--- config.mk ---
export PLATFORM = sky130hd
export DESIGN_NAME = fwos_seq
export DESIGN_NICKNAME = d
export VERILOG_FILES = /design/src/rtl/fwos_pkg.sv /design/src/rtl/fwos_prot_if.sv /design/src/rtl/fwos_prot_store.sv /design/src/rtl/fwos_seq.sv
export SDC_FILE = /design/constraint.sdc
export NUM_CORES = 1
export LEC_CHECK = 0
export BUFFER_PORTS_ARGS = -buffer_cell sky130_fd_sc_hd__buf_2
export CORE_UTILIZATION = 35
export DETAILED_ROUTE_END_ITERATION = 10
export RECOVER_POWER = 50
export SLEW_MARGIN = 20
export SYNTH_ARGS = -nofsm -noshare
export SYNTH_HDL_FRONTEND = slang
export SYNTH_SLANG_ARGS = --single-unit
--- constraint.sdc ---
create_clock -name clk -period 2.75 [get_ports clk]
set_input_delay 0.55 -clock clk [delete_from_list [all_inputs] [get_ports clk]]
set_output_delay 0.55 -clock clk [all_outputs]
set_load 0.01 [all_outputs]
--- src/rtl/fwos_pkg.sv ---
// fwos_pkg: constants and types of the flash write operation sequencer
// assumes one 50 MHz clock domain and a 16-bit register write port
`default_nettype none
package fwos_pkg;
   // ----------------------------------------------------------------
   // register selection on the write port
   // ----------------------------------------------------------------
   localparam logic [3:0] REG_CTRL0H = 4'h0;
   localparam logic [3:0] REG_MASKL  = 4'h1;
   localparam logic [3:0] REG_MASKH  = 4'h2;
   localparam logic [3:0] REG_ADDRL  = 4'h3;
   localparam logic [3:0] REG_ADDRH  = 4'h4;
   localparam logic [3:0] REG_D0L    = 4'h5;
   localparam logic [3:0] REG_D0H    = 4'h6;
   localparam logic [3:0] REG_D1L    = 4'h7;
   localparam logic [3:0] REG_D1H    = 4'h8;
   localparam logic [3:0] REG_ERR    = 4'h9;

   // ----------------------------------------------------------------
   // control word 0 high fields
   // ----------------------------------------------------------------
   localparam int BIT_MODSEL  = 7;
   localparam int BIT_PROT    = 8;
   localparam int BIT_ERASE   = 11;
   localparam int BIT_DWORD   = 12;
   localparam int BIT_WORD    = 13;
   localparam int BIT_SUSPEND = 14;
   localparam int BIT_START   = 15;
   localparam logic [15:0] OPS_MASK  = 16'h3900;
   localparam logic [15:0] CLR_RUN   = 16'h46FF; // drops ops and start
   localparam int BIT_RES_ERR = 0;              // error word position
   localparam int BIT_ADDR2   = 2;

   // op bits compressed to {word, dword, erase, prot}
   localparam logic [3:0] OP_WORD  = 4'h8;
   localparam logic [3:0] OP_DWORD = 4'h4;
   localparam logic [3:0] OP_ERASE = 4'h2;
   localparam logic [3:0] OP_PROT  = 4'h1;

   // ----------------------------------------------------------------
   // protection word addresses and store layout
   // ----------------------------------------------------------------
   localparam logic [7:0]  PROT_PAGE   = 8'h0E;
   localparam logic [15:0] PROT_WP_LO  = 16'hDFB4;
   localparam logic [15:0] PROT_AP_LO  = 16'hDFB8;
   localparam logic [15:0] PROT_DIS_LO = 16'hDFBC;
   localparam logic [1:0]  IDX_WPROT   = 2'h0;
   localparam logic [1:0]  IDX_ACCESS  = 2'h1;
   localparam logic [1:0]  IDX_DISABLE = 2'h2;
   localparam logic [1:0]  IDX_REENAB  = 2'h3;
   localparam int          BIT_ACCESS_PROT_BIT    = 0;
   localparam int          BIT_DEBUG_PROT_BIT    = 1;
   localparam logic [15:0] NV_ERASED   = 16'hFFFF;

   typedef enum logic [3:0] {
      ST_IDLE, ST_W0, ST_W1, ST_EPICK, ST_EWAIT, ST_PROT_HI,
      ST_SUSPEND_BIT_WAIT, ST_SUSPENDED, ST_DONE
   } fwos_state_t;
endpackage : fwos_pkg
`default_nettype wire

--- src/rtl/fwos_prot_if.sv ---
// fwos_prot_if: link between the sequencer and the protection store
// assumes both ends run on the same clock
`default_nettype none
interface fwos_prot_if;
   logic        wr;
   logic [1:0]  idx;
   logic [15:0] data;
   logic [1:0]  rd_idx;
   logic [15:0] rd_data;
   logic [15:0] wprot;
   logic        acc_on;
   logic        dbg_on;
   modport seq   (output wr, idx, data, rd_idx,
                  input  rd_data, wprot, acc_on, dbg_on);
   modport store (input  wr, idx, data, rd_idx,
                  output rd_data, wprot, acc_on, dbg_on);
endinterface : fwos_prot_if
`default_nettype wire

--- src/rtl/fwos_prot_store.sv ---
// fwos_prot_store: non-volatile protection words and volatile copies
// assumes synchronous active-low reset restores delivery values
`default_nettype none
module fwos_prot_store
   import fwos_pkg::*;
(
   input  wire logic  clk,
   input  wire logic  resetn,
   fwos_prot_if.store p
);
   typedef struct packed {
      logic [3:0][15:0] nv;
      logic [3:0][15:0] vol;
      logic [15:0]      rd_data;
   } fwos_store_t;

   fwos_store_t s_r;
   fwos_store_t s_nxt;
   logic [15:0] allow_dis;

   // ----------------------------------------------------------------
   // protection programming
   // ----------------------------------------------------------------
   // zeros program both copies, ones only the volatile copy of the write and access words
   always_comb begin
      s_nxt = s_r;
      allow_dis = {s_r.nv[IDX_REENAB][14:0],
                   ~s_r.nv[IDX_ACCESS][BIT_ACCESS_PROT_BIT]
                   & ~s_r.nv[IDX_ACCESS][BIT_DEBUG_PROT_BIT]};
      if (p.wr) begin
         case (p.idx)
            IDX_DISABLE: begin
               // disable bit 0 needs both protections programmed; bit n only while re-enable bit n-1 is still erased
               s_nxt.nv[IDX_DISABLE] = s_r.nv[IDX_DISABLE]
                                     & (p.data | ~allow_dis);
               s_nxt.vol[IDX_DISABLE] = s_nxt.nv[IDX_DISABLE];
            end
            IDX_REENAB: begin
               s_nxt.nv[IDX_REENAB] = s_r.nv[IDX_REENAB]
                  & (p.data | s_r.nv[IDX_DISABLE]);
               s_nxt.vol[IDX_REENAB] = s_nxt.nv[IDX_REENAB];
            end
            default: begin
               s_nxt.nv[p.idx]  = s_r.nv[p.idx] & p.data;
               s_nxt.vol[p.idx] = p.data;
            end
         endcase
      end
      // reads show the non-volatile word, so temporary state is hidden
      s_nxt.rd_data = s_r.nv[p.rd_idx];
   end

   // ----------------------------------------------------------------
   // state register
   // ----------------------------------------------------------------
   always_ff @(posedge clk) begin
      if (!resetn) begin
         s_r <= '{nv: {4{NV_ERASED}}, vol: {4{NV_ERASED}},
                  rd_data: 16'h0000};
      end else begin
         s_r <= s_nxt;
      end
   end

   // protections act on the volatile copy; unequal words mean disabled
   assign p.rd_data = s_r.rd_data;
   assign p.wprot   = ~s_r.vol[IDX_WPROT];
   assign p.acc_on  = ~s_r.vol[IDX_ACCESS][BIT_ACCESS_PROT_BIT]
                      & (s_r.nv[IDX_DISABLE] == s_r.nv[IDX_REENAB]);
   assign p.dbg_on  = ~s_r.vol[IDX_ACCESS][BIT_DEBUG_PROT_BIT]
                      & (s_r.nv[IDX_DISABLE] == s_r.nv[IDX_REENAB]);
endmodule : fwos_prot_store
`default_nettype wire

--- src/rtl/fwos_seq.sv ---
// fwos_seq: write operation sequencer for the main and extension flash
// assumes software writes registers through reg_wr/reg_sel/reg_wdata,
// and that the flash array answers each request with one flash_done
`default_nettype none

// What this block does
// - software selects op and module, loads operands, then sets start
// - clearing the op select before start cancels; nothing is written
// - word program writes 32 bits from data word 0 at target address
// - double word writes data words 0 then 1 at consecutive words
// - double word target aligned to even word, address bit 2 ignored
// - sector erase erases every sector marked in the 32-bit mask
// - module select set targets main flash, clear targets extension
// - suspend bit write halts program or erase, no start needed
// - each erased sector's mask bit clears; mask reads zero at end
// - resume with different op bits aborts and sets resume error, except word or double word in erase suspend
// - erase and suspend bits read low; that program is not suspendable
// - set protection writes a protection word from data word 0
// - zeros to the access word enable access and debug protection
// - permanent disable and re-enable, bit by bit, at most 16 times
// - writing ones changes only the volatile copy of the write and access protection words
module fwos_seq
   import fwos_pkg::*;
(
   input  wire logic        clk,
   input  wire logic        resetn,
   input  wire logic        reg_wr,
   input  wire logic [3:0]  reg_sel,
   input  wire logic [15:0] reg_wdata,
   output logic [15:0]      ctrl0_high,
   output logic [15:0]      sector_mask_low,
   output logic [15:0]      sector_mask_high,
   output logic [15:0]      error_reg,
   output logic             busy,
   output logic             erase_suspended,
   output logic             flash_req,
   output logic             flash_erase,
   output logic             flash_abort,
   output logic             main_flash_module,
   output logic [23:0]      flash_addr,
   output logic [31:0]      flash_wdata,
   output logic [4:0]       flash_sector,
   input  wire logic        flash_done,
   input  wire logic [1:0]  prot_rd_idx,
   output logic [15:0]      prot_rd_data,
   output logic [15:0]      main_wprot_active,
   output logic             access_prot_on,
   output logic             debug_prot_on
);
   typedef struct packed {
      fwos_state_t st;
      logic [15:0] ctrl0;
      logic [31:0] mask;
      logic [15:0] addr_lo;
      logic [15:0] addr_hi;
      logic [15:0] d0l;
      logic [15:0] d0h;
      logic [15:0] d1l;
      logic [15:0] d1h;
      logic [15:0] err;
      logic [3:0]  saved_ops;
      logic [3:0]  cur_ops;
      logic        suspend_bit_prog;
      logic        busy;
      logic        req;
      logic        erase;
      logic        abort;
      logic        main_mod;
      logic [23:0] addr;
      logic [31:0] wdata;
      logic [4:0]  sec;
      logic        prot_wr;
      logic [1:0]  prot_idx;
      logic [15:0] prot_data;
   } fwos_seq_t;

   fwos_seq_t   s_r;
   fwos_seq_t   s_nxt;
   logic        wr_c0;
   logic        go;
   logic        resume;
   logic        suspend_bit_hit;
   logic [3:0]  ops;
   logic [2:0]  pdec;

   fwos_prot_if prot ();

   // ----------------------------------------------------------------
   // decoding helpers
   // ----------------------------------------------------------------
   // op select bits of a control word as {word, dword, erase, prot}
   function automatic logic [3:0] op_bits(input logic [15:0] c);
      op_bits = {c[BIT_WORD], c[BIT_DWORD], c[BIT_ERASE], c[BIT_PROT]};
   endfunction

   function automatic logic one_op(input logic [3:0] o);
      one_op = (o == OP_WORD) || (o == OP_DWORD) ||
               (o == OP_ERASE) || (o == OP_PROT);
   endfunction

   // lowest marked sector; callers check for an empty mask first
   function automatic logic [4:0] low_sector(input logic [31:0] m);
      low_sector = 5'h00;
      for (int i = 31; i >= 0; i--) begin
         if (m[i]) begin
            low_sector = i[4:0];
         end
      end
   endfunction

   // protection word address to {hit, store index}
   function automatic logic [2:0] prot_dec(input logic [15:0] lo,
                                           input logic [15:0] hi);
      prot_dec = 3'b000;
      if (hi[7:0] == PROT_PAGE) begin
         case (lo)
            PROT_WP_LO:  prot_dec = {1'b1, IDX_WPROT};
            PROT_AP_LO:  prot_dec = {1'b1, IDX_ACCESS};
            PROT_DIS_LO: prot_dec = {1'b1, IDX_DISABLE};
            default:     prot_dec = 3'b000;
         endcase
      end
   endfunction

   // ----------------------------------------------------------------
   // next-state logic
   // ----------------------------------------------------------------
   always_comb begin
      s_nxt = s_r;
      s_nxt.req = 1'b0;
      s_nxt.abort = 1'b0;
      s_nxt.prot_wr = 1'b0;
      go = 1'b0;
      resume = 1'b0;
      wr_c0 = reg_wr && (reg_sel == REG_CTRL0H);
      pdec = prot_dec(s_r.addr_lo, s_r.addr_hi);

      // register writes from software
      if (reg_wr) begin
         case (reg_sel)
            REG_CTRL0H: s_nxt.ctrl0 = reg_wdata;
            REG_MASKL:  s_nxt.mask[15:0] = reg_wdata;
            REG_MASKH:  s_nxt.mask[31:16] = reg_wdata;
            REG_ADDRL:  s_nxt.addr_lo = reg_wdata;
            REG_ADDRH:  s_nxt.addr_hi = reg_wdata;
            REG_D0L:    s_nxt.d0l = reg_wdata;
            REG_D0H:    s_nxt.d0h = reg_wdata;
            REG_D1L:    s_nxt.d1l = reg_wdata;
            REG_D1H:    s_nxt.d1h = reg_wdata;
            REG_ERR:    s_nxt.err = reg_wdata;
            default:    s_nxt.err = s_nxt.err;
         endcase
      end
      ops = op_bits(s_nxt.ctrl0);

      // suspend only reaches a running operation outside erase suspend
      suspend_bit_hit = wr_c0 && reg_wdata[BIT_SUSPEND] && !s_r.suspend_bit_prog &&
                 ((s_r.st == ST_W0) || (s_r.st == ST_W1) ||
                  (s_r.st == ST_EPICK) ||
                  (s_r.st == ST_EWAIT && !flash_done));

      if (suspend_bit_hit) begin
         s_nxt.ctrl0[BIT_START] = 1'b0;
         if (s_r.st == ST_EPICK) begin
            s_nxt.st = ST_SUSPENDED;
            s_nxt.busy = 1'b0;
         end else if (flash_done) begin
            // program step ended anyway: finish rather than suspend
            s_nxt.st = (s_r.st == ST_W0 && s_r.cur_ops == OP_DWORD) ?
                       ST_W1 : ST_DONE;
            s_nxt.ctrl0[BIT_START] = 1'b1;
            if (s_nxt.st == ST_W1) begin
               s_nxt.req = 1'b1;
               s_nxt.addr = s_r.addr | 24'h000004;
               s_nxt.wdata = {s_r.d1h, s_r.d1l};
            end
         end else begin
            s_nxt.abort = 1'b1;
            s_nxt.st = ST_SUSPEND_BIT_WAIT;
         end
      end else begin
         case (s_r.st)
            ST_IDLE: begin
               if (s_nxt.ctrl0[BIT_START]) begin
                  if (s_nxt.ctrl0[BIT_SUSPEND] || !one_op(ops)) begin
                     s_nxt.ctrl0[BIT_START] = 1'b0;
                  end else begin
                     go = 1'b1;
                  end
               end
            end
            ST_W0: begin
               if (flash_done) begin
                  if (s_r.cur_ops == OP_DWORD) begin
                     // second word at the next word address
                     s_nxt.req = 1'b1;
                     s_nxt.addr = s_r.addr | 24'h000004;
                     s_nxt.wdata = {s_r.d1h, s_r.d1l};
                     s_nxt.st = ST_W1;
                  end else begin
                     s_nxt.st = ST_DONE;
                  end
               end
            end
            ST_W1: begin
               if (flash_done) begin
                  s_nxt.st = ST_DONE;
               end
            end
            ST_EPICK: begin
               if (s_nxt.mask == 32'h00000000) begin
                  s_nxt.st = ST_DONE;
               end else begin
                  s_nxt.req = 1'b1;
                  s_nxt.erase = 1'b1;
                  s_nxt.sec = low_sector(s_nxt.mask);
                  s_nxt.st = ST_EWAIT;
               end
            end
            ST_EWAIT: begin
               if (flash_done) begin
                  // a software write in this cycle wins over the clear
                  if (!(reg_wr && (reg_sel == REG_MASKL ||
                                   reg_sel == REG_MASKH))) begin
                     s_nxt.mask[s_r.sec] = 1'b0;
                  end
                  s_nxt.st = ST_EPICK;
               end
            end
            ST_PROT_HI: begin
               // permanent re-enable word through the high data half
               s_nxt.prot_wr = 1'b1;
               s_nxt.prot_idx = IDX_REENAB;
               s_nxt.prot_data = s_r.d0h;
               s_nxt.st = ST_DONE;
            end
            ST_SUSPEND_BIT_WAIT: begin
               if (flash_done) begin
                  s_nxt.st = ST_SUSPENDED;
                  s_nxt.busy = 1'b0;
               end
            end
            ST_SUSPENDED: begin
               if (s_nxt.ctrl0[BIT_START]) begin
                  if (s_nxt.ctrl0[BIT_SUSPEND]) begin
                     s_nxt.ctrl0[BIT_START] = 1'b0;
                  end else if (ops == s_r.saved_ops) begin
                     go = 1'b1;
                     resume = 1'b1;
                  end else if (s_r.saved_ops == OP_ERASE &&
                               (ops == OP_WORD || ops == OP_DWORD)) begin
                     go = 1'b1;
                     s_nxt.suspend_bit_prog = 1'b1;
                  end else begin
                     // mismatched resume drops the held operation
                     s_nxt.err[BIT_RES_ERR] = 1'b1;
                     s_nxt.ctrl0 = s_nxt.ctrl0 & CLR_RUN;
                     s_nxt.saved_ops = 4'h0;
                     s_nxt.st = ST_IDLE;
                  end
               end
            end
            ST_DONE: begin
               s_nxt.ctrl0 = s_nxt.ctrl0 & CLR_RUN;
               s_nxt.busy = 1'b0;
               s_nxt.erase = 1'b0;
               if (s_r.suspend_bit_prog) begin
                  s_nxt.suspend_bit_prog = 1'b0;
                  s_nxt.st = ST_SUSPENDED;
               end else begin
                  s_nxt.saved_ops = 4'h0;
                  s_nxt.st = ST_IDLE;
               end
            end
            default: s_nxt.st = ST_IDLE;
         endcase
      end

      // common launch of a fresh, resumed or in-suspend operation
      if (go) begin
         s_nxt.busy = 1'b1;
         s_nxt.cur_ops = ops;
         if (!s_nxt.suspend_bit_prog && !resume) begin
            s_nxt.saved_ops = ops;
         end
         if (!resume) begin
            s_nxt.main_mod = s_nxt.ctrl0[BIT_MODSEL];
         end
         case (ops)
            OP_WORD, OP_DWORD: begin
               s_nxt.req = 1'b1;
               s_nxt.erase = 1'b0;
               s_nxt.addr = {s_nxt.addr_hi[7:0], s_nxt.addr_lo};
               if (ops == OP_DWORD) begin
                  s_nxt.addr[BIT_ADDR2] = 1'b0;
               end
               s_nxt.wdata = {s_nxt.d0h, s_nxt.d0l};
               s_nxt.st = ST_W0;
            end
            OP_ERASE: s_nxt.st = ST_EPICK;
            default: begin
               // unknown protection address completes with no effect
               s_nxt.prot_wr = pdec[2];
               s_nxt.prot_idx = pdec[1:0];
               s_nxt.prot_data = s_nxt.d0l;
               s_nxt.st = (pdec == {1'b1, IDX_DISABLE}) ?
                          ST_PROT_HI : ST_DONE;
            end
         endcase
      end

      // erase and suspend read low during a program in erase suspend
      if (s_nxt.suspend_bit_prog) begin
         s_nxt.ctrl0[BIT_SUSPEND] = 1'b0;
         s_nxt.ctrl0[BIT_ERASE] = 1'b0;
      end
   end

   // ----------------------------------------------------------------
   // state register
   // ----------------------------------------------------------------
   always_ff @(posedge clk) begin
      if (!resetn) begin
         s_r <= '{st: ST_IDLE, default: '0};
      end else begin
         s_r <= s_nxt;
      end
   end

   // ----------------------------------------------------------------
   // protection store and outputs
   // ----------------------------------------------------------------
   fwos_prot_store u_store (
      .clk    (clk),
      .resetn (resetn),
      .p      (prot.store)
   );

   assign prot.wr           = s_r.prot_wr;
   assign prot.idx          = s_r.prot_idx;
   assign prot.data         = s_r.prot_data;
   assign prot.rd_idx       = prot_rd_idx;
   assign prot_rd_data      = prot.rd_data;
   assign main_wprot_active = prot.wprot;
   assign access_prot_on    = prot.acc_on;
   assign debug_prot_on     = prot.dbg_on;

   assign ctrl0_high        = s_r.ctrl0;
   assign sector_mask_low   = s_r.mask[15:0];
   assign sector_mask_high  = s_r.mask[31:16];
   assign error_reg         = s_r.err;
   assign busy              = s_r.busy;
   assign erase_suspended   = (s_r.st == ST_SUSPENDED) || s_r.suspend_bit_prog;
   assign flash_req         = s_r.req;
   assign flash_erase       = s_r.erase;
   assign flash_abort       = s_r.abort;
   assign main_flash_module = s_r.main_mod;
   assign flash_addr        = s_r.addr;
   assign flash_wdata       = s_r.wdata;
   assign flash_sector      = s_r.sec;
endmodule : fwos_seq
`default_nettype wire

==> results of run 1 <==
[Yosys cell counts, drive strengths merged (5+ instances only)]
master / n
a21oi: 114
a221oi: 26
o22a: 24
a2bb2oi: 17
mux4: 32
inv: 31
nand4: 7
nor4: 17
or3: 5
or2: 5
o21ai: 44
xor2: 24
clkbuf: 110
or4: 6
a211oi: 45
o31ai: 32
buf: 167
and2: 21
o211ai: 57
a31oi: 24
nand3b: 6
mux2i: 47
and3: 6
nor2b: 28
nor2: 111
nor3: 27
nand3: 29
nand2b: 26
dfxtp: 348
nand2: 401
nor3b: 7
[path summary, 6_finish.rpt]
kind / start / endpoint / cells past startpoint
setup / recovery: ctrl0_high[13]$_SDFF_PN0_ / flash_addr[9]$_SDFFE_PN0P_ / 8
hold / removal: flash_done / flash_abort$_SDFF_PP0_ / 2
setup reg to reg: ctrl0_high[13]$_SDFF_PN0_ / flash_addr[9]$_SDFFE_PN0P_ / 8
hold reg to reg: s_r[124]$_SDFFE_PN0P_ / s_r[124]$_SDFFE_PN0P_ / 2
[routing by layer]
metal | track usage | up-vias
li1 | - | 6700
met1 | 0.308 | 6784
met2 | 0.331 | 534
met3 | 0.0326 | 90
met4 | 0.0803 | 0
met5 | 0 | -
[placed cells by master (no fill, tap or decap), types with 5 or more instances in the layout]
master / synthesis / final
nor2_1: 110 / 108
mux4_2: 32 / 32
and3_1: 6 / 6
o31ai_1: 32 / 32
dfxtp_1: 348 / 348
o21ai_0: 42 / 42
nand4_1: 7 / 7
a21oi_1: 114 / 114
mux2i_1: 46 / 46
a221oi_1: 26 / 26
a31oi_1: 23 / 23
a2bb2oi_1: 17 / 17
bufinv_16: 0 / 5
inv_1: 31 / 30
nand3b_1: 6 / 6
clkbuf_16: 0 / 41
clkbuf_1: 110 / 138
nand2_1: 400 / 400
and2_1: 21 / 12
nand3_1: 29 / 29
nand2b_1: 26 / 26
o22a_1: 24 / 24
a211oi_1: 45 / 45
nor3_1: 27 / 26
and2_0: 0 / 8
nor4_1: 16 / 16
buf_2: 13 / 68
buf_4: 146 / 126
buf_12: 0 / 7
or3_1: 5 / 5
or4_1: 6 / 5
o211ai_1: 57 / 57
nor2b_1: 28 / 28
xor2_1: 24 / 24
[metrics by stage]
stage               instances  cell area [um2]  setup TNS (ns)  power (mW)  setup WS (ns)
floorplan                1893            16200          -0.348        5.74        -0.0163
global placement         2552            17500           -8.53        6.07         -0.174
detailed placement       2552            17500          -11.47        6.07         -0.222
CTS                      2615            18800               0        11.5         0.0905
global route             2618            18600               0        11.8         0.0109
finish                   2618            18600               0        11.4          0.129
[worst max-delay path, delay by kind of cell, from the launching register on]
family                 cells  cell delay [ns]
AND/OR/NAND/NOR            2             0.87
AO/OA/AOI/OAI              4             1.04
buffers and inverters      2             0.24
flip-flops                 1             0.33
[kinds of logic (layout without fill, tap and decap cells)]
kind of cell,Yosys count,count (layout)
other,0,2
flip-flops,348,348
AO/OA/AOI/OAI,420,420
XOR/XNOR,24,24
multiplexers,81,81
AND/OR/NAND/NOR,711,712
buffers and inverters,309,431
[what timing repair did]
action / CTS / global route
endpoints found under the hold margin: 0 / 0
hold buffers: 0 / 0
setup buffers: 0 / 0
setup endpoints to repair: 0 / 56
resized for setup: 0 / 2
[final cells by class]
type / instances / area, um2
antenna: 2 / 5.00
clock buffer: 50 / 1100
clock inverter: 13 / 208
fill: 4669 / 26900
inverter: 32 / 123
multi-input combinational: 1237 / 7530
sequential: 348 / 6970
tap: 600 / 751
timing repair buffer: 336 / 1940
[where the power goes]
part	internal (mW)	total (mW)	leakage (nW)	switching, mW
sequential	5.09	5.12	2.81	0.0312
combinational	0.304	0.848	3.80	0.543
clock	3.29	5.41	0.646	2.12
==> results_dict.tcl, run 1 <==
set metrics [dict create \
    core_area_mm2 0.0455 \
    power_density_mw_per_mm2 611 \
    clock.fmax_mhz 382 \
    wirelength_mm 52.2 \
    cts_buffers 40 \
    synth-seq-cells 348 \
    crit_type "flop to flop" \
    cts_tree "yes" \
    muxShareOfSynthArea 0.0752 \
    port_buffers 190 \
    top_level_ports 191 \
    vias 14100 \
    route.met2.wl_mm 23.0 \
    largest_register_ffs 101 \
    die_h_um 217 \
    top_register "s_r" \
    relSlewSlack -0.000392 \
    clk_latency_ns 0.56 \
    tightest_slew_ns 1.50 \
    fp-row-count 78 \
    antenna_found_initial 2 \
    yosys.area_share.simple 0.197 \
    wire_per_inst_um 19.9 \
    hpwl_mm 36.9 \
    yosys.area_share.xor_xnor 0.0130 \
    maxCapViolations 1 \
    synth.area.top_cells "dfxtp_1 (43%), nand2_1 (9.3%), buf_4 (6.8%)" \
    ant_nets 0 \
    grt_start_max_net_pins 92 \
    peakVddDrop_v 0.000401 \
    yosysTopAreaCell "dfxtp_1" \
    cts-root-buf "clkbuf_16" \
    drive_above_1_share 0.157 \
    grt_pass1_vias 13200 \
    cts.sinks 348 \
    synth_compound_area_frac 0.177 \
    fin_worst_skew_ns 0.0212 \
    firstDrtPassIters 5 \
    fin_nets 2021 \
    start_kind "flop" \
    critPathRequiredTime_ns 3.18 \
    met1_length_mm 24.1 \
    violations "max-capacitance violations, max-slew violations" \
    ff2ff_setup_slack_ns 0.13 \
    hold_slack_ns 0.342 \
    area_delta_synth_final_pct 15.0 \
    clock_path_buffers 3 \
    grt-ovfl-total 0 \
    gp_congestion 0.977 \
    synth_edf_count 0 \
    grt_usage 0.217 \
    syn-instance-count 1893 \
    start_util 0.356 \
    utilization 0.409 \
    min_period_ns 2.62 \
    drt_iter0_markers 1218 \
    cpPeakStageDelay_ns 0.57 \
    htree_levels 2 \
    async_reset_ff_frac 0 \
    vias_per_cell 5.39 \
    synthFlopType "dfxtp_1" \
    synth_warnings 0 \
    cp_max_fo 28 \
    power.static_leakage_nw 7.26 \
    cpMaxStageDelayCell "or4_1" \
    slew_violations 16 \
    grt_pass1_wl_mm 79.2 \
    end_kind "flop" \
    period_share 0.953 \
    hp-class "input pin to flop" \
    synth_top_area_share 0.430 \
    drc 0 \
    status "finished with violations" \
    highest_layer "met4" \
    die_x_um 217 \
    die_area_mm2 0.0471 \
    clk_pin_slew_ns 0.06 \
    synth_fa_ha_area_frac 0 \
    crit_arrival_ns 3.05 \
    finalSetupViolations 0 \
    yosysSeqAreaShare 0.430 \
    crit_path_cell_trace "inv_1, or4_1, a211oi_1, o31ai_1, buf_4, a311o_1, and2_4, o22a_1" \
    syn_area_per_cell_um2 8.55 \
    syn-num-nets 1919 \
    finalHoldViolations 0 \
    netlist_area_mm2 0.0162 \
    synth_top_family_by_area "simple AND/OR/NAND/NOR gates" \
    synth.distinct_cells 72 \
    rsz0062_at_grt "no" \
    wl_met3_mm 3.54 \
]
(Power assumes the default switching activity.)
==> run 2: changes to the inputs <==
- SKIP_CTS_REPAIR_TIMING: default -> 1
- clock period: 2.75 -> 2.97 ns (I/O delays scaled with it)
==> results_dict.tcl, run 2 (synthesis results as in run 1) <==
set metrics [dict create \
    utilization 0.402 \
    vias_per_cell 5.39 \
    clock.fmax_mhz 362 \
    regArea_mm2 0.00697 \
    fillerInstances 4692 \
    status "finished clean" \
    power_density_mw_per_mm2 561 \
    vias 14000 \
    start_kind "flop" \
    crit_path_cell_trace "or4_1, nor3_1, o211a_1, o31ai_1, buf_4, a31oi_2, buf_4, o221ai_1, o31ai_1" \
    maxCapViolations 0 \
    firstDrtPassIters 5 \
    finalHoldViolations 0 \
    cts_tree "yes" \
    cts_buffers 39 \
    cpMaxStageDelayCell "or4_1" \
    hold_path.startpoint "resetn" \
    cts-root-buf "clkbuf_16" \
    clock_path_buffers 3 \
    slew_violations 0 \
    period_share 0.929 \
    peakVddDrop_v 0.000354 \
    pwr-share-comb 0.074 \
    clk_pin_slew_ns 0.06 \
    power.static_leakage_nw 7.08 \
    end_kind "flop" \
    fin_worst_skew_ns 0.0116 \
    min_period_ns 2.76 \
    cpPeakStageDelay_ns 0.65 \
    whs_path_depth 2 \
    rr_endpoint "s_r[91]$_SDFF_PN0_" \
    top_level_ports 191 \
    start_util 0.356 \
    relSlewSlack 0.0203 \
    cts.sinks 348 \
    die_area_mm2 0.0471 \
    crit_type "flop to flop" \
    place_area_mm2 0.0172 \
    core_area_mm2 0.0455 \
    ant_nets 0 \
    p_sw_mw 2.49 \
    cp_max_fo 12 \
    drt_iter0_markers 1348 \
    total_power_mw 10.3 \
    grt-ovfl-total 0 \
    design_area_mm2 0.0183 \
    tightest_slew_ns 1.47 \
    hpwl_mm 36.8 \
    ff2ff_setup_slack_ns 0.21 \
    r2r-start "s_r[255]$_SDFFE_PN0P_" \
    drive_above_1_share 0.144 \
    power_switching_share 0.242 \
    top_register "s_r" \
    intPower_mw 7.78 \
    wirelength_mm 52.1 \
    fp-row-count 78 \
    area_delta_synth_final_pct 13.0 \
    p_seq_frac 0.462 \
    holdPathEnd "u_store.allow_dis[4]$_SDFFE_PN1P_" \
    largest_register_ffs 101 \
    layout_commonest_cell "nand2_1" \
    drc 0 \
    die_x_um 217 \
    hp-class "input pin to flop" \
    gp_congestion 0.897 \
    port_buffers 190 \
    grt_pass1_vias 13300 \
    multi_input_area_mm2 0.00750 \
    grt_start_max_net_pins 95 \
    htree_levels 2 \
    antenna_found_initial 2 \
    setup_tns_ns 0 \
    crit_arrival_ns 3.22 \
    fin_nets 1984 \
    die_h_um 217 \
    critPathRequiredTime_ns 3.43 \
    mostFrequentLayoutCells "nand2_1 (400), dfxtp_1 (348), clkbuf_1 (138)" \
    clockPowerShare 0.464 \
    grt_pass1_wl_mm 79.4 \
    wire_per_inst_um 20.1 \
    crit_buf_inv 2 \
    reg2reg_depth 9 \
    grt_usage 0.218 \
    finalSetupViolations 0 \
    rsz0062_at_grt "no" \
    clk_latency_ns 0.55 \
    crit_family "compound AO/OA/AOI/OAI gates" \
]
## run 2: final cells by class
class / instances / area share
sequential: 348 / 0.381
clock inverter: 12 / 0.00711
clock buffer: 57 / 0.0614
multi-input combinational: 1236 / 0.410
tap: 600 / 0.0410
timing repair buffer: 301 / 0.0925
antenna: 2 / 0.000274
inverter: 32 / 0.00670
## run 2: per-layer routing
layer  part of all wire  track usage
met2               0.43        0.329
met4              0.038       0.0911
met5                  0            0
met1               0.47        0.306
met3              0.059       0.0351
## run 2: power groups by stage
| stage | Combinational [mW] | Clock (mW) | Sequential, mW |
|---|---|---|---|
| 3_5_place_dp | 0.754 | 0 | 4.85 |
| 2_1_floorplan | 0.469 | 0 | 4.84 |
| 4_1_cts | 0.757 | 4.89 | 4.74 |
| 6_report | 0.760 | 4.77 | 4.74 |
| 5_1_grt | 0.814 | 5.06 | 4.75 |
| 3_3_place_gp | 0.750 | 0 | 4.85 |
## run 2: worst max path at each step
| stage | start | endpoint | slack [ns] | cells past startpoint |
|---|---|---|---|---|
| 2_1_floorplan | reg_sel[0] | flash_addr[0]$_SDFFE_PN0P_ | 0.09 | 10 |
| 3_3_place_gp | reg_sel[1] | s_r[93]$_SDFF_PN0_ | -0.06 | 10 |
| 3_5_place_dp | reg_sel[1] | s_r[90]$_SDFF_PN0_ | -0.08 | 10 |
| 4_1_cts | ctrl0_high[13]$_SDFF_PN0_ | prot.data[12]$_SDFF_PN0_ | 0.11 | 10 |
| 5_1_grt | s_r[255]$_SDFFE_PN0P_ | prot.data[12]$_SDFF_PN0_ | 0.04 | 10 |
| 6_report | s_r[255]$_SDFFE_PN0P_ | s_r[91]$_SDFF_PN0_ | 0.21 | 9 |
## run 2: metrics by stage
stage	hold slack, ns	instances	worst slack (ns)
after CTS	0.344	2586	0.114
after floorplan	0.436	1893	0.0885
after detailed placement	0.447	2517	-0.0779
after global placement	0.441	2517	-0.0612
after global routing	0.361	2588	0.0356
final	0.382	2588	0.211
==> run 3: changes to the inputs <==
- CORE_MARGIN: default -> 3
- clock period: 2.97 -> 3.3 ns (I/O delays scaled with it)
==> results_dict.tcl, run 3 (synthesis results as in run 1) <==
set metrics [dict create \
    status "finished clean" \
    stdcell_count 2543 \
    cpPeakStageDelay_ns 0.64 \
    wl_met3_mm 3.96 \
    firstDrtPassIters 5 \
    cts_buffers 40 \
    relSlewSlack 0.0340 \
    htree_levels 2 \
    hp-class "input pin to flop" \
    cp_max_fo 12 \
    start_kind "input pin" \
    vias_per_cell 5.43 \
    grt_pass1_vias 12900 \
    antenna_found_initial 0 \
    largest_register_ffs 101 \
    drc 0 \
    die_h_um 221 \
    clk_latency_ns 0.57 \
    drt_iter0_markers 1434 \
    cpMaxStageDelayCell "clkbuf_1" \
    highest_layer "met4" \
    rsz0062_at_grt "no" \
    die_area_mm2 0.0489 \
    period_share 0.922 \
    maxCapViolations 0 \
    finalSetupViolations 0 \
    met1_length_mm 23.7 \
    crit_type "input pin to flop" \
    vias 13800 \
    wire_per_inst_um 20.3 \
    slew_violations 0 \
    cts-root-buf "clkbuf_16" \
    crit_arrival_ns 3.52 \
    grt_start_max_net_pins 91 \
    top_register "s_r" \
    cp_common_cell "clkbuf_1" \
    tightest_slew_ns 1.45 \
    setup_tns_ns 0 \
    drive_above_1_share 0.125 \
    wirelength_mm 51.5 \
    area_delta_synth_final_pct 11.9 \
    clk_pin_slew_ns 0.06 \
    end_kind "flop" \
    grt_usage 0.202 \
    fin_worst_skew_ns 0.0207 \
    ant_nets 0 \
    cts_tree "yes" \
    clock_path_buffers 3 \
    total_power_mw 9.76 \
    grt_pass1_wl_mm 78.4 \
    layout_commonest_cell "nand2_1" \
    dpl.cell_count 2472 \
    clock.fmax_mhz 329 \
    top_level_ports 191 \
    fp-row-count 78 \
    peakVddDrop_v 0.000374 \
    power.static_leakage_nw 6.93 \
    hpwl_mm 35.6 \
    start_util 0.355 \
    core_area_mm2 0.0456 \
    gp_congestion 0.941 \
    layout_setup_ws_ns 0.256 \
    fillerInstances 4617 \
    cts.sinks 348 \
    power_density_mw_per_mm2 539 \
    critPathRequiredTime_ns 3.77 \
    fin_nets 1940 \
    grt-ovfl-total 0 \
    min_period_ns 3.04 \
    port_buffers 190 \
    mostFrequentLayoutCells "nand2_1 (400), dfxtp_1 (348), clkbuf_1 (135)" \
    route.met2.wl_mm 22.3 \
    hold_slack_ns 0.425 \
    pre_cts_slack_ns 0.242 \
    crit_path_cell_trace "clkbuf_1, or3b_1, nor2_1, clkbuf_1, o21ai_0, or4_1, a41oi_1" \
    finalHoldViolations 0 \
    diodes 0 \
    die_x_um 221 \
]
run 3: changes by cell type in the layout (fill, tap and decap cells not counted), moves of 3 or more:
cell and delta:
clkbuf_1 -3, buf_4 -37, clkbuf_16 +3, bufinv_16 +4, buf_2 -8
run 3: area by class of cell:
type,instances,area (um2),share of cell area
Multi-Input combinational cell,1236,7490,0.413
Sequential cell,348,6970,0.385
Timing Repair Buffer,256,1340,0.0739
Clock buffer,54,1190,0.0655
Tap cell,600,751,0.0414
Clock inverter,17,267,0.0147
Inverter,32,123,0.00677
run 3: final timing paths:
path                             startpoint                       endpoint  slack (ns)  depth (start not counted)
setup reg to reg  ctrl0_high[13]$_SDFF_PN0_          s_r[255]$_SDFFE_PN0P_        0.34                          9
setup / recovery                 reg_sel[0]          s_r[255]$_SDFFE_PN0P_        0.26                          7
hold / removal                       resetn  u_store.s_r[117]$_SDFFE_PN1P_        0.42                          2
hold reg to reg   error_reg[7]$_SDFFE_PN0P_      error_reg[7]$_SDFFE_PN0P_        0.45                          2
run 3: per-layer routing:
layer  GRT usage  vias up
met4      0.0617        0
li1            -     6550
met1       0.285     6645
met2       0.307      517
met5           0        -
met3      0.0486       91
run 3: where the power goes:
part | switching, mW | internal [mW]
registers | 0.0272 | 4.24
clock network | 1.85 | 3.00
logic | 0.435 | 0.207
run 3: worst max-delay path, delay by kind of cell:
kind	cells	cell delay, ns
simple gates	3	1.49
buf+inv	2	0.82
compound gates	2	0.54
run 3: stage by stage:
step / utilization / cell area (um2)
floorplan: - / 16200
global placement: 0.370 / 16900
detailed placement: 0.370 / 16900
CTS: 0.402 / 18300
global route: 0.398 / 18100
finish: 0.398 / 18100
